$ cat config.mk
export PLATFORM = sky130hd
export DESIGN_NAME = synth_post_divider_output
export DESIGN_NICKNAME = d
export VERILOG_FILES = /design/src/hdl/synth_div_pkg.sv /design/src/hdl/post_divider.sv /design/src/hdl/synth_post_divider_output.sv
export SDC_FILE = /design/constraint.sdc
export NUM_CORES = 1
export LEC_CHECK = 0
export BUFFER_PORTS_ARGS = -buffer_cell sky130_fd_sc_hd__buf_2
export CAP_MARGIN = 25
export CORE_ASPECT_RATIO = 1.25
export CORE_MARGIN = 2
export CORE_UTILIZATION = 64
export DETAILED_ROUTE_END_ITERATION = 10
export PLACE_DENSITY = 0.82
export SYNTH_ARGS = -nofsm -noshare
export SYNTH_HDL_FRONTEND = slang
export SYNTH_HIERARCHICAL = 1
export SYNTH_SLANG_ARGS = --single-unit
$ cat constraint.sdc
create_clock -name i_clk_sys -period 7.1 [get_ports i_clk_sys]
set_clock_uncertainty 0.05 [all_clocks]
set_input_delay 0.71 -clock i_clk_sys [delete_from_list [all_inputs] [get_ports i_clk_sys]]
set_output_delay 0.71 -clock i_clk_sys [all_outputs]
set_load 0.01 [all_outputs]
$ cat src/hdl/synth_div_pkg.sv
// Shared constants, types and register map of the synthesizer post-divider outputs.
`default_nettype none
package synth_div_pkg;

  // ****************************************************************
  // Register map
  // ****************************************************************
  localparam logic [7:0]  DIV_A_BASE     = 8'h80;
  localparam logic [7:0]  DIV_B_BASE     = 8'h83;
  localparam logic [7:0]  CFG_BYTES      = 8'h03;
  localparam logic [23:0] CFG_RESET      = 24'h000002;
  localparam logic [7:0]  RDATA_UNMAPPED = 8'h00;

  // ****************************************************************
  // Field codes
  // ****************************************************************
  localparam logic [3:0]  MODE_SPECIAL   = 4'hF;
  localparam logic [1:0]  LOW_CODE_A     = 2'h0;
  localparam logic [1:0]  LOW_CODE_B     = 2'h1;
  localparam logic        STYLE_MIDDLE   = 1'h0;
  localparam logic        STYLE_FIRST    = 1'h1;

  // ****************************************************************
  // Types
  // ****************************************************************
  typedef struct packed {
    logic [3:0]  mode;
    logic        style;
    logic        polarity;
    logic [1:0]  source;
    logic [15:0] rate;
  } cfg_type;

  typedef enum logic [1:0] {
    MODE_DIV   = 2'h0,
    MODE_LOW   = 2'h1,
    MODE_FRAME = 2'h3
  } mode_type;

endpackage
`default_nettype wire

$ cat src/hdl/post_divider.sv
// One post-divider: divided clock, low-frequency clock or frame pulse.
`default_nettype none
module post_divider
  import synth_div_pkg::*;
#(
  parameter logic [1:0] LOW_CODE = LOW_CODE_A
)
(
  input  wire logic       i_clk_sys,
  input  wire logic       i_rst_n,
  input  wire cfg_type    i_cfg,
  input  wire logic       i_base_tick,
  input  wire logic [3:0] i_ref_ticks,
  output var  logic       o_out,
  output var  logic       o_period_tick
);

  // ****************************************************************
  // Decode and change tracking
  // ****************************************************************
  mode_type    mode_reg;
  mode_type    mode_next;
  cfg_type     cfg_prev_reg;
  logic        cfg_changed;
  logic [23:0] ratio;
  logic [23:0] ratio_m1;
  logic [23:0] half_ratio;
  logic [15:0] rate_m1;
  logic [23:0] cnt_reg;
  logic [23:0] elapsed_reg;
  logic [23:0] half_reg;
  logic        ref_tick;
  logic        active;

  assign cfg_changed = (cfg_prev_reg != i_cfg);
  assign ratio       = i_cfg;
  assign ratio_m1    = (ratio == 24'h000000) ? 24'h000000 : ratio - 24'h000001;
  assign half_ratio  = 24'((25'(ratio) + 25'h0000001) >> 1);
  assign rate_m1     = (i_cfg.rate == 16'h0000) ? 16'h0000 : i_cfg.rate - 16'h0001;
  assign ref_tick    = i_ref_ticks[i_cfg.source];

  always_comb
  begin
    if (i_cfg.mode != MODE_SPECIAL)
      mode_next = MODE_DIV;
    else if (i_cfg.source == LOW_CODE)
      mode_next = MODE_LOW;
    else
      mode_next = MODE_FRAME;
  end

  always_ff @(posedge i_clk_sys)
  begin
    if (!i_rst_n)
    begin
      mode_reg     <= MODE_DIV;
      cfg_prev_reg <= CFG_RESET;
    end
    else
    begin
      mode_reg     <= mode_next;
      cfg_prev_reg <= i_cfg;
    end
  end

  // ****************************************************************
  // Frame boundary placement
  // ****************************************************************
  // The reference period is re-measured at every reference tick so the middle-style pulse can
  // straddle the boundary; the first frame after a change uses a stale half.
  always_comb
  begin
    if (i_cfg.style == STYLE_FIRST)
      active = (cnt_reg[15:0] == 16'h0000);
    else
      active = ((cnt_reg[15:0] == rate_m1) && (elapsed_reg >= half_reg)) ||
               ((cnt_reg[15:0] == 16'h0000) && (elapsed_reg < half_reg));
  end

  always_ff @(posedge i_clk_sys)
  begin
    if (!i_rst_n)
    begin
      elapsed_reg <= 24'h000000;
      half_reg    <= 24'h000000;
    end
    else if (ref_tick)
    begin
      elapsed_reg <= 24'h000000;
      half_reg    <= 24'((25'(elapsed_reg) + 25'h0000001) >> 1);
    end
    else
      elapsed_reg <= elapsed_reg + 24'h000001;
  end

  // ****************************************************************
  // Counter and output
  // ****************************************************************
  always_ff @(posedge i_clk_sys)
  begin
    if (!i_rst_n)
    begin
      cnt_reg       <= 24'h000000;
      o_out         <= 1'b0;
      o_period_tick <= 1'b0;
    end
    else if (cfg_changed)
    begin
      cnt_reg       <= 24'h000000;
      o_out         <= 1'b0;
      o_period_tick <= 1'b0;
    end
    else
    begin
      unique case (mode_reg)
        MODE_DIV:
        begin
          cnt_reg       <= (cnt_reg >= ratio_m1) ? 24'h000000 : cnt_reg + 24'h000001;
          o_out         <= (cnt_reg < half_ratio);
          o_period_tick <= (cnt_reg == 24'h000000);
        end
        MODE_LOW:
        begin
          o_period_tick <= 1'b0;
          if (i_base_tick)
          begin
            if (cnt_reg[15:0] >= rate_m1)
            begin
              cnt_reg       <= 24'h000000;
              o_out         <= !o_out;
              o_period_tick <= !o_out;
            end
            else
              cnt_reg <= cnt_reg + 24'h000001;
          end
        end
        MODE_FRAME:
        begin
          if (ref_tick)
            cnt_reg <= (cnt_reg[15:0] >= rate_m1) ? 24'h000000 : cnt_reg + 24'h000001;
          o_out         <= active ^ i_cfg.polarity;
          o_period_tick <= ref_tick && (cnt_reg[15:0] == rate_m1);
        end
        default:
        begin
          cnt_reg       <= 24'h000000;
          o_out         <= 1'b0;
          o_period_tick <= 1'b0;
        end
      endcase
    end
  end

  // ****************************************************************
  // Assertions
  // ****************************************************************
  property p_div_mode;
    @(posedge i_clk_sys) disable iff (!i_rst_n)
    (i_cfg.mode != MODE_SPECIAL) |=> (mode_reg == MODE_DIV);
  endproperty
  a_div_mode: assert property (p_div_mode) else $error("Non-special mode not divided clock.");

  property p_frame_mode;
    @(posedge i_clk_sys) disable iff (!i_rst_n)
    (i_cfg.mode == MODE_SPECIAL) && (i_cfg.source != LOW_CODE) |=> (mode_reg == MODE_FRAME);
  endproperty
  a_frame_mode: assert property (p_frame_mode) else $error("Frame mode not selected.");

  property p_div_wrap;
    @(posedge i_clk_sys) disable iff (!i_rst_n)
    (mode_reg == MODE_DIV) && !cfg_changed && (cnt_reg == ratio_m1) && (ratio > 24'h000001)
      ##1 !cfg_changed |-> (cnt_reg == 24'h000000) ##1 o_out;
  endproperty
  a_div_wrap: assert property (p_div_wrap) else $error("Divided clock did not restart high.");

  property p_low_toggle;
    @(posedge i_clk_sys) disable iff (!i_rst_n)
    (mode_reg == MODE_LOW) && !cfg_changed && i_base_tick && (cnt_reg[15:0] >= rate_m1)
      |=> (o_out != $past(o_out)) || $past(cfg_changed);
  endproperty
  a_low_toggle: assert property (p_low_toggle) else $error("Low clock missed its toggle.");

  property p_first_edge;
    @(posedge i_clk_sys) disable iff (!i_rst_n)
    (mode_reg == MODE_FRAME) && !cfg_changed && (i_cfg.style == STYLE_FIRST) && ref_tick &&
      (cnt_reg[15:0] == rate_m1) ##1 !cfg_changed
      |-> ##1 (o_out == !$past(i_cfg.polarity));
  endproperty
  a_first_edge: assert property (p_first_edge) else $error("Frame pulse not at boundary.");

  property p_spacing;
    @(posedge i_clk_sys) disable iff (!i_rst_n)
    (mode_reg == MODE_FRAME) && !cfg_changed && ref_tick && (cnt_reg[15:0] < rate_m1)
      |=> (cnt_reg == $past(cnt_reg) + 24'h000001) || $past(cfg_changed);
  endproperty
  a_spacing: assert property (p_spacing) else $error("Frame spacing count skipped.");

  c_low: cover property (@(posedge i_clk_sys) (mode_reg == MODE_LOW) && $rose(o_out));
  c_frame: cover property (@(posedge i_clk_sys) (mode_reg == MODE_FRAME) && o_period_tick);
  c_div: cover property (@(posedge i_clk_sys) (mode_reg == MODE_DIV) && $rose(o_out));

endmodule
`default_nettype wire

$ cat src/hdl/synth_post_divider_output.sv
// Post-dividers A and B of the first synthesizer with their byte register port.
`default_nettype none

module synth_post_divider_output
  import synth_div_pkg::*;
(
  input  wire logic       i_clk_sys,
  input  wire logic       i_rst_n,
  input  wire logic [7:0] i_reg_addr,
  input  wire logic       i_reg_wr,
  input  wire logic [7:0] i_reg_wdata,
  input  wire logic       i_base_tick,
  input  wire logic       i_ref_c_tick,
  input  wire logic       i_ref_d_tick,
  output var  logic [7:0] o_reg_rdata,
  output var  logic       o_out_a,
  output var  logic       o_out_b
);

  // ****************************************************************
  // Configuration registers
  // ****************************************************************
  // The port sees full eight-bit addresses; paging of the seven-bit serial
  // address is resolved before this block, so 0x80 upward arrives here intact.
  cfg_type    synth0_divider_a_config_reg;
  cfg_type    synth0_divider_b_config_reg;
  logic [7:0] offs_a;
  logic [7:0] offs_b;
  logic       hit_a;
  logic       hit_b;
  logic [1:0] lane_a;
  logic [1:0] lane_b;
  logic [7:0] rdata_next;
  logic       tick_a;
  logic       tick_b;
  logic [3:0] refs_a;
  logic [3:0] refs_b;

  assign offs_a = i_reg_addr - DIV_A_BASE;
  assign offs_b = i_reg_addr - DIV_B_BASE;
  assign hit_a  = (i_reg_addr >= DIV_A_BASE) && (offs_a < CFG_BYTES);
  assign hit_b  = (i_reg_addr >= DIV_B_BASE) && (offs_b < CFG_BYTES);
  assign lane_a = offs_a[1:0];
  assign lane_b = offs_b[1:0];

  always_ff @(posedge i_clk_sys)
  begin
    if (!i_rst_n)
      synth0_divider_a_config_reg <= CFG_RESET;
    else if (i_reg_wr && hit_a)
      synth0_divider_a_config_reg[lane_a * 8 +: 8] <= i_reg_wdata;
  end

  always_ff @(posedge i_clk_sys)
  begin
    if (!i_rst_n)
      synth0_divider_b_config_reg <= CFG_RESET;
    else if (i_reg_wr && hit_b)
      synth0_divider_b_config_reg[lane_b * 8 +: 8] <= i_reg_wdata;
  end

  always_comb
  begin
    if (hit_a)
      rdata_next = synth0_divider_a_config_reg[lane_a * 8 +: 8];
    else if (hit_b)
      rdata_next = synth0_divider_b_config_reg[lane_b * 8 +: 8];
    else
      rdata_next = RDATA_UNMAPPED;
  end

  always_ff @(posedge i_clk_sys)
  begin
    if (!i_rst_n)
      o_reg_rdata <= RDATA_UNMAPPED;
    else
      o_reg_rdata <= rdata_next;
  end

  // ****************************************************************
  // Divider instances
  // ****************************************************************
  // Each divider publishes one tick per output period, which the other one can
  // use as its pulse-width reference. The slot of a divider's own low-frequency
  // code is never selected as a reference and stays low.
  assign refs_a = {i_ref_d_tick, i_ref_c_tick, tick_b, 1'b0};
  assign refs_b = {i_ref_d_tick, i_ref_c_tick, 1'b0, tick_a};

  post_divider #(
    .LOW_CODE (LOW_CODE_A)
  ) u_div_a (
    .i_clk_sys     (i_clk_sys),
    .i_rst_n       (i_rst_n),
    .i_cfg         (synth0_divider_a_config_reg),
    .i_base_tick   (i_base_tick),
    .i_ref_ticks   (refs_a),
    .o_out         (o_out_a),
    .o_period_tick (tick_a)
  );

  post_divider #(
    .LOW_CODE (LOW_CODE_B)
  ) u_div_b (
    .i_clk_sys     (i_clk_sys),
    .i_rst_n       (i_rst_n),
    .i_cfg         (synth0_divider_b_config_reg),
    .i_base_tick   (i_base_tick),
    .i_ref_ticks   (refs_b),
    .o_out         (o_out_b),
    .o_period_tick (tick_b)
  );

  // ****************************************************************
  // Assertions
  // ****************************************************************
  property p_b_low;
    @(posedge i_clk_sys) disable iff (!i_rst_n)
    (synth0_divider_b_config_reg.mode == MODE_SPECIAL) &&
      (synth0_divider_b_config_reg.source == LOW_CODE_B) |=> (u_div_b.mode_reg == MODE_LOW);
  endproperty
  a_b_low: assert property (p_b_low) else $error("Divider B code 01 not low clock.");

  property p_b_ref_a;
    @(posedge i_clk_sys) disable iff (!i_rst_n)
    (synth0_divider_b_config_reg.source == 2'h0) |-> (u_div_b.ref_tick == tick_a);
  endproperty
  a_b_ref_a: assert property (p_b_ref_a) else $error("Divider B not referenced to A.");

  property p_b_ref_c;
    @(posedge i_clk_sys) disable iff (!i_rst_n)
    (synth0_divider_b_config_reg.source == 2'h2) |-> (u_div_b.ref_tick == i_ref_c_tick);
  endproperty
  a_b_ref_c: assert property (p_b_ref_c) else $error("Divider B not referenced to C.");

  property p_ratio_bits;
    @(posedge i_clk_sys) disable iff (!i_rst_n)
    (u_div_a.mode_reg == MODE_DIV) && !u_div_a.cfg_changed && (u_div_a.cnt_reg != 24'h000000)
      ##1 !u_div_a.cfg_changed && (u_div_a.cnt_reg == 24'h000000)
      |-> ($past(u_div_a.cnt_reg) == 24'(synth0_divider_a_config_reg) - 24'h000001);
  endproperty
  a_ratio_bits: assert property (p_ratio_bits) else $error("Ratio lost its upper bits.");

  property p_write_b;
    @(posedge i_clk_sys) disable iff (!i_rst_n)
    i_reg_wr && (i_reg_addr == DIV_B_BASE) |=>
      (synth0_divider_b_config_reg.rate[7:0] == $past(i_reg_wdata));
  endproperty
  a_write_b: assert property (p_write_b) else $error("Write to divider B byte lost.");

  // Divider internals are probed by hierarchy so that the mapping of source codes
  // to companions is checked where each divider picks its reference.
  property p_b_ref_d;
    @(posedge i_clk_sys) disable iff (!i_rst_n)
    (synth0_divider_b_config_reg.source == 2'h3) |-> (u_div_b.ref_tick == i_ref_d_tick);
  endproperty
  a_b_ref_d: assert property (p_b_ref_d) else $error("Divider B not referenced to D.");

  property p_a_ref_b;
    @(posedge i_clk_sys) disable iff (!i_rst_n)
    (synth0_divider_a_config_reg.source == 2'h1) |-> (u_div_a.ref_tick == tick_b);
  endproperty
  a_a_ref_b: assert property (p_a_ref_b) else $error("Divider A not referenced to B.");

  property p_a_low;
    @(posedge i_clk_sys) disable iff (!i_rst_n)
    (synth0_divider_a_config_reg.mode == MODE_SPECIAL) &&
      (synth0_divider_a_config_reg.source == LOW_CODE_A) |=> (u_div_a.mode_reg == MODE_LOW);
  endproperty
  a_a_low: assert property (p_a_low) else $error("Divider A code 00 not low clock.");

  property p_b_div;
    @(posedge i_clk_sys) disable iff (!i_rst_n)
    (synth0_divider_b_config_reg.mode != MODE_SPECIAL) |=> (u_div_b.mode_reg == MODE_DIV);
  endproperty
  a_b_div: assert property (p_b_div) else $error("Divider B source bits chose a mode.");

  property p_a_div;
    @(posedge i_clk_sys) disable iff (!i_rst_n)
    (synth0_divider_a_config_reg.mode != MODE_SPECIAL) |=> (u_div_a.mode_reg == MODE_DIV);
  endproperty
  a_a_div: assert property (p_a_div) else $error("Divider A style bit chose a mode.");

  property p_b_frame;
    @(posedge i_clk_sys) disable iff (!i_rst_n)
    (synth0_divider_b_config_reg.mode == MODE_SPECIAL) &&
      (synth0_divider_b_config_reg.source != LOW_CODE_B) |=> (u_div_b.mode_reg == MODE_FRAME);
  endproperty
  a_b_frame: assert property (p_b_frame) else $error("Divider B frame code not framed.");

  property p_b_polarity;
    @(posedge i_clk_sys) disable iff (!i_rst_n)
    (u_div_b.mode_reg == MODE_FRAME) && !u_div_b.cfg_changed && !u_div_b.active
      |=> (o_out_b == $past(synth0_divider_b_config_reg.polarity));
  endproperty
  a_b_polarity: assert property (p_b_polarity) else $error("Frame idle level wrong.");

  property p_b_low_steady;
    @(posedge i_clk_sys) disable iff (!i_rst_n)
    (u_div_b.mode_reg == MODE_LOW) && !u_div_b.cfg_changed && !i_base_tick
      |=> $stable(o_out_b);
  endproperty
  a_b_low_steady: assert property (p_b_low_steady) else $error("Low clock moved.");

  c_write_a: cover property (@(posedge i_clk_sys) i_reg_wr && hit_a);
  c_b_frame: cover property (@(posedge i_clk_sys) (u_div_b.mode_reg == MODE_FRAME) && tick_b);

endmodule
`default_nettype wire

==> flow_summary.json, run 1 <==
{
  "cts_setup_buffers": 0,
  "synth_flop_cell": "dfxtp_1",
  "fin_crit_sh_pct": 82.08,
  "grt_antenna_before_repair": 2,
  "clk_pin_slew_ns": 0.06,
  "tns_ns": 0,
  "period_needed_ns": 5.828,
  "track_usage_pct": 29.87,
  "initial_core_util_pct": 64.57,
  "crit_path_max_fanout": 22,
  "met2_usage_pct": 53.76,
  "post-route-drc-count": 0,
  "grt_pass1_wl_um": 67680,
  "dieArea_mm2": 0.02739,
  "wire_per_inst_um": 17.69,
  "grt_max_degree": 57,
  "leakage_nw": 7.642,
  "ys_seq_area_share_pct": 30.71,
  "ys_top_cells_by_area": "dfxtp_1, ha_1, xor2_1, nand2_1, xnor2_1",
  "num_io_pins": 32,
  "maxSlewHeadroom_pct": 25.53,
  "n_fill_cell": 2077,
  "r2r_slack_ns": 1.27,
  "routed_wl_um": 41410,
  "maxSlewViolCount": 0,
  "cts_made_buffers": 27,
  "fp.dieH_um": 184.5,
  "place_congestion": 0.9653,
  "numClockSinks": 256,
  "pre_cts_ws_ns": 1.345,
  "seqCellArea_mm2": 0.005125,
  "grt_pass1_vias": 14240,
  "dr.first_iter.drc_count": 918,
  "portBuffers": 31,
  "async_reset_ff_share_pct": 0,
  "via_count": 14380,
  "crit_arrival_ns": 6.24,
  "dr.pass1.iters": 7,
  "status": "completed",
  "synth_top_area_share_pct": 30.71,
  "hold_viol": 0,
  "viasPerCell": 6.142,
  "clock-root-buffer": "clkbuf_16",
  "clk_path_buf_depth": 3,
  "overflow": 0,
  "ant_nets": 0,
  "maxCapViolations": 0,
  "fin_nets": 2191,
  "setup.worst_path.start_class": "register",
  "multiInputGateArea_mm2": 0.01080,
  "met1_usage_pct": 33.48,
  "clkLatencyLatePin_ns": 0.54,
  "layout-drive-gt1-share_pct": 5.803,
  "area_delta_synth_final_pct": 6.740,
  "core-area_mm2": 0.02585,
  "synth_cell_type_count": 74,
  "htreeDepth": 1,
  "synth-edff-count": 0,
  "hpwl_um": 30180,
  "cp.required_ns": 7.51,
  "power.density_mw_per_mm2": 208.3,
  "synth_top_area_cell": "dfxtp_1",
  "setup_viol": 0,
  "worstSetupPathType": "register to register",
  "end_kind": "register",
  "grt_use_met3_pct": 4.183,
  "hold_path.class": "register to register",
  "fp.dieW_um": 148.4,
  "tightest_slew_ns": 1.107,
  "fmax_mhz": 171.6,
  "grt-busiest-layer": "met2",
  "cts_tree": "built",
  "fin_ws_ns": 1.272,
  "cts-resized-gates": 0,
  "ys_warn_count": 6,
  "ir_drop_mv": 0.2153,
  "cts_hold_buf": 0,
  "synth_area_mm2": 0.01669,
  "fp-row-count": 66,
  "synth.avg_cell_area_um2": 8.283,
  "synthCells": 2015,
  "rsz0062_at_grt": "no",
  "ys_ff_latch": 256
}
-- cell type report --
class / instances / area share [%]
antenna: 2 / 0.02809
clock buffer: 39 / 4.551
clock inverter: 10 / 0.6251
inverter: 78 / 1.643
multi-input combinational: 1574 / 60.65
sequential: 256 / 28.77
tap: 340 / 2.388
timing repair buffer: 42 / 1.349
-- path summary, 6_finish.rpt --
kind / start / end / depth (start not counted)
min reg2reg: u_div_a/half_reg[23]$_SDFFE_PN0P_ / u_div_a/half_reg[23]$_SDFFE_PN0P_ / 2
max reg2reg: synth0_divider_a_config_reg[2]$_SDFFE_PN0P_ / u_div_a/cnt_reg[18]$_SDFFE_PP0P_ / 17
max: synth0_divider_a_config_reg[2]$_SDFFE_PN0P_ / u_div_a/cnt_reg[18]$_SDFFE_PP0P_ / 17
min: u_div_a/half_reg[23]$_SDFFE_PN0P_ / u_div_a/half_reg[23]$_SDFFE_PN0P_ / 2
-- routing by layer --
metal  routed length, um  vias up
met5                   0        -
li1                    -     7018
met4                2335        0
met3                1956      141
met1               16600     6801
met2               20520      418
-- power by group --
group	total, mW	internal, mW	switching (mW)
Clock	1.45	0.863	0.583
Combinational	0.700	0.273	0.428
Sequential	1.56	1.50	0.0597
-- synth_stat cells (31+ instances only) --
master    number
and3_1        37
nand2_1      233
nand4_1       67
nand3_1       98
xor2_1       137
a211oi_1      31
ha_1         190
a21oi_1       61
xnor2_1       75
clkbuf_1      84
nor2_1       174
nor3_1        54
o21ai_0       62
dfxtp_1      256
and2_1        59
inv_1         77
-- worst max-delay path, stage by stage (launching register included) --
cell,delay (ns)
dfxtp_1,0.44
or3_4,0.40
or3b_1,0.41
or2_4,0.27
or3_4,0.34
or4_4,0.55
or3_4,0.40
or4_4,0.56
nand2_1,0.12
ha_1,0.25
a2111oi_0,0.38
o21ai_0,0.20
a2111oi_0,0.40
o21ai_0,0.14
o211ai_1,0.30
a21oi_1,0.09
buf_4,0.24
nor3_1,0.20
-- through the flow --
stage	hold slack [ns]	power (mW)	cell area, um2	instances	util (%)
6_report	0.4217	3.711	17810	2341	68.92
5_1_grt	0.4525	3.871	17810	2339	68.90
4_1_cts	0.4256	3.730	17810	2339	68.90
3_5_place_dp	0.4152	2.287	16890	2290	65.34
3_3_place_gp	0.3895	2.256	16890	2290	65.34
2_1_floorplan	0.3755	2.075	16690	2016	-
-- logic make-up after synthesis --
logic type / after synthesis / synth area share, %
buf+inv: 186 / 4.610
flops: 256 / 30.71
mux: 30 / 1.957
simple gates: 825 / 24.64
fa+ha+maj: 190 / 14.24
xor+xnor: 212 / 11.13
other cells: 1 / 0.02247
compound gates: 315 / 12.69
-- cells in the final DEF, fill, tap and decap left out, types with 8 or more instances in the layout --
master | synthesis | final
a211oi_1 | 31 | 31
a21o_1 | 26 | 26
a21oi_1 | 61 | 61
a22o_1 | 8 | 8
and2_1 | 59 | 59
and3_1 | 37 | 37
buf_2 | 12 | 30
buf_4 | 2 | 12
clkbuf_16 | 0 | 27
clkbuf_8 | 0 | 9
dfxtp_1 | 256 | 256
ha_1 | 190 | 190
inv_1 | 77 | 77
mux2i_1 | 27 | 27
nand2_1 | 233 | 233
nand2b_1 | 10 | 10
nand3_1 | 98 | 98
nand4_1 | 67 | 67
nor2_1 | 174 | 174
nor2b_1 | 21 | 21
nor3_1 | 54 | 54
nor4_1 | 26 | 26
o211a_1 | 19 | 19
o211ai_1 | 10 | 10
o21a_1 | 10 | 10
o21ai_0 | 62 | 62
o22ai_1 | 23 | 23
o31ai_1 | 26 | 25
xnor2_1 | 75 | 75
xor2_1 | 137 | 137
(Power assumes the default switching activity.)
==> run 2, diff against run 1 <==
--- a/config.mk
+++ b/config.mk
@@ -5,13 +5,14 @@
 export SDC_FILE = /design/constraint.sdc
 export NUM_CORES = 1
 export LEC_CHECK = 0
+export ABC_AREA = 1
 export BUFFER_PORTS_ARGS = -buffer_cell sky130_fd_sc_hd__buf_2
 export CAP_MARGIN = 25
 export CORE_ASPECT_RATIO = 1.25
 export CORE_MARGIN = 2
-export CORE_UTILIZATION = 64
+export CORE_UTILIZATION = 58
 export DETAILED_ROUTE_END_ITERATION = 10
-export PLACE_DENSITY = 0.82
+export PLACE_DENSITY = 0.78
 export SYNTH_ARGS = -nofsm -noshare
 export SYNTH_HDL_FRONTEND = slang
 export SYNTH_HIERARCHICAL = 1
==> constraint.sdc (replaced) <==
create_clock -name i_clk_sys -period 4.9 [get_ports i_clk_sys]
set_clock_uncertainty 0.05 [all_clocks]
set_input_delay 0.49 -clock i_clk_sys [delete_from_list [all_inputs] [get_ports i_clk_sys]]
set_output_delay 0.49 -clock i_clk_sys [all_outputs]
set_load 0.01 [all_outputs]
==> flow_summary.json, run 2 <==
{
  "status": "completed",
  "setup_viol": 0,
  "htreeDepth": 1,
  "initial_core_util_pct": 58.64,
  "maxSlewViolCount": 0,
  "synth_top_family_by_area": "simple AND/OR/NAND/NOR gates",
  "fp.dieW_um": 163.9,
  "synth_top_area_share_pct": 27.66,
  "synth-xor-area-share_pct": 7.326,
  "post-route-drc-count": 0,
  "layout_common_cells": "nand2_1, inv_1, nor2_1, dfxtp_1, ha_1",
  "hold_ws_ns": 0.2459,
  "grt_antenna_before_repair": 3,
  "crit_path_max_fanout": 23,
  "grt_pass1_vias": 16710,
  "rsz0062_at_grt": "no",
  "ir_drop_mv": 0.2792,
  "setup.worst_path.start_class": "register",
  "track_usage_pct": 29.24,
  "fp.dieH_um": 203.8,
  "period_needed_ns": 4.122,
  "async_reset_ff_share_pct": 0,
  "dr.first_iter.drc_count": 1360,
  "yosys.area_share.simple_pct": 31.36,
  "power_mw": 5.187,
  "tightest_slew_ns": 0.8752,
  "maxCapViolations": 0,
  "synth.avg_cell_area_um2": 6.836,
  "synth_flop_cell": "dfxtp_1",
  "clkLatencyLatePin_ns": 0.56,
  "cts_setup_buffers": 0,
  "hpwl_um": 37290,
  "synthTopCellsByCount": "nand2_1, inv_1, nor2_1",
  "pre_cts_ws_ns": 0.8072,
  "dieArea_mm2": 0.03341,
  "overflow": 0,
  "routed_wl_um": 48420,
  "cts_tree": "built",
  "clk_path_buf_depth": 3,
  "hold_viol": 0,
  "ant_nets": 0,
  "synth_compound_area_share_pct": 9.817,
  "leakage_nw": 9.182,
  "ys_seq_area_share_pct": 27.66,
  "ys_ff_latch": 256,
  "grt_pass1_wl_um": 79840,
  "maxSlewHeadroom_pct": 41.65,
  "tns_ns": 0,
  "wire_per_inst_um": 15.45,
  "synth_cell_type_count": 58,
  "synthCells": 2711,
  "hold_path.class": "input port to register",
  "fin_nets": 2911,
  "end_kind": "register",
  "ys_top_cells_by_area": "dfxtp_1, ha_1, nand2_1, inv_1, nor2_1",
  "core-area_mm2": 0.03160,
  "cts_hold_buf": 0,
  "via_count": 17380,
  "final_util_pct": 62.41,
  "power.density_mw_per_mm2": 263.0,
  "num_io_pins": 32,
  "muxShareOfSynthArea_pct": 0.05401,
  "clk_pin_slew_ns": 0.06,
  "cts_made_buffers": 28,
  "grt_max_degree": 89,
  "crit_arrival_ns": 4.51,
  "portBuffers": 31,
  "worstSetupPathType": "register to register",
  "fin_crit_sh_pct": 84.11,
  "cts-resized-gates": 0,
  "fp-row-count": 73,
  "cp.required_ns": 5.29,
  "clock-root-buffer": "clkbuf_16",
  "synth_area_mm2": 0.01853,
  "yosysMostFrequentCell": "nand2_1",
  "mostFrequentLayoutCell": "nand2_1",
  "numClockSinks": 256,
  "synth-edff-count": 0,
  "layout-drive-gt1-share_pct": 7.350,
  "synth_top_area_cell": "dfxtp_1",
  "viasPerCell": 5.544,
  "place_congestion": 0.9633,
  "ys_warn_count": 6,
  "fmax_mhz": 242.6,
  "area_delta_synth_final_pct": 6.428,
  "dr.pass1.iters": 6,
  "synthAdderAreaFrac_pct": 12.83,
  "fin_ws_ns": 0.7784
}
-- run 2: changes by cell type in the layout (fill, tap and decap cells not counted), moves of 32 or more --
cell | previous run | this run
xnor2_1 | 75 | 43
nor2_1 | 174 | 344
a21oi_1 | 61 | 121
and2_1 | 59 | 2
o21ai_0 | 62 | 111
and3_1 | 37 | 2
nand2_1 | 233 | 603
inv_1 | 77 | 391
-- run 2: metrics by stage --
stage | instance area [um2] | instances
after CTS | 19720 | 3133
after detailed placement | 18810 | 3081
after global routing | 19720 | 3134
after floorplan | 18540 | 2712
final | 19720 | 3134
after global placement | 18810 | 3081
-- run 2: worst max-delay path: stages (launching register included) --
cell	delay, ns
dfxtp_1	0.43
inv_1	0.13
ha_1	0.24
nand3_1	0.20
nor2_1	0.12
nand2_1	0.47
inv_1	0.13
nand2_1	0.31
buf_4	0.29
nand2_1	0.08
ha_1	0.30
nand2_1	0.09
or2_2	0.30
nand3_1	0.10
inv_1	0.04
nand2_1	0.06
nand2_1	0.05
nand2_1	0.06
nand2_1	0.05
nand2_1	0.07
nand3_1	0.06
nand2_1	0.06
buf_4	0.26
nor2_1	0.07
-- run 2: cell type report --
type	instances	area, um2
fillers	2902	11880
flip-flops and latches	256	5125
diodes	1	2.502
clock inverters	12	115.1
repair buffers	44	252.7
clock buffers	40	795.8
well taps	412	515.5
multi-input cells	1962	11380
inverters	407	1533
-- run 2: kinds of logic after synthesis --
| group | count (synthesis) |
|---|---|
| adder cells (fa/ha/maj) | 190 |
| multiplexers | 1 |
| XOR/XNOR | 155 |
| other | 1 |
| flip-flops | 256 |
| buffers and inverters | 494 |
| AO/OA/AOI/OAI | 330 |
| AND/OR/NAND/NOR | 1284 |
-- run 2: final timing paths --
check | startpoint | to | slack [ns] | depth (start not counted)
max | synth0_divider_a_config_reg[0]$_SDFFE_PN0P_ | u_div_a/cnt_reg[22]$_SDFFE_PP0P_ | 0.78 | 23
min | i_rst_n | u_div_a/cfg_prev_reg[20]$_SDFF_PN0_ | 0.25 | 3
max reg2reg | synth0_divider_a_config_reg[0]$_SDFFE_PN0P_ | u_div_a/cnt_reg[22]$_SDFFE_PP0P_ | 0.78 | 23
min reg2reg | u_div_a/elapsed_reg[0]$_SDFF_PP0_ | u_div_a/elapsed_reg[0]$_SDFF_PP0_ | 0.43 | 1
-- run 2: where the power goes --
group	switching (mW)	total, mW	internal (mW)
Clock	0.885	2.08	1.19
Combinational	0.630	0.931	0.301
Sequential	0.0597	2.18	2.12
Total	1.57	5.19	3.61
-- run 2: layer usage --
| layer | global-route usage [%] | vias to the layer above | routed length (um) | share of wire [%] |
|---|---|---|---|---|
| li1 | - | 8673 | - | - |
| met1 | 33.26 | 7996 | 19390 | 40 |
| met2 | 53.30 | 549 | 24300 | 50 |
| met3 | 3.084 | 157 | 2221 | 4.6 |
| met4 | 15.51 | 0 | 2507 | 5.2 |
| met5 | 0 | - | 0 | 0 |
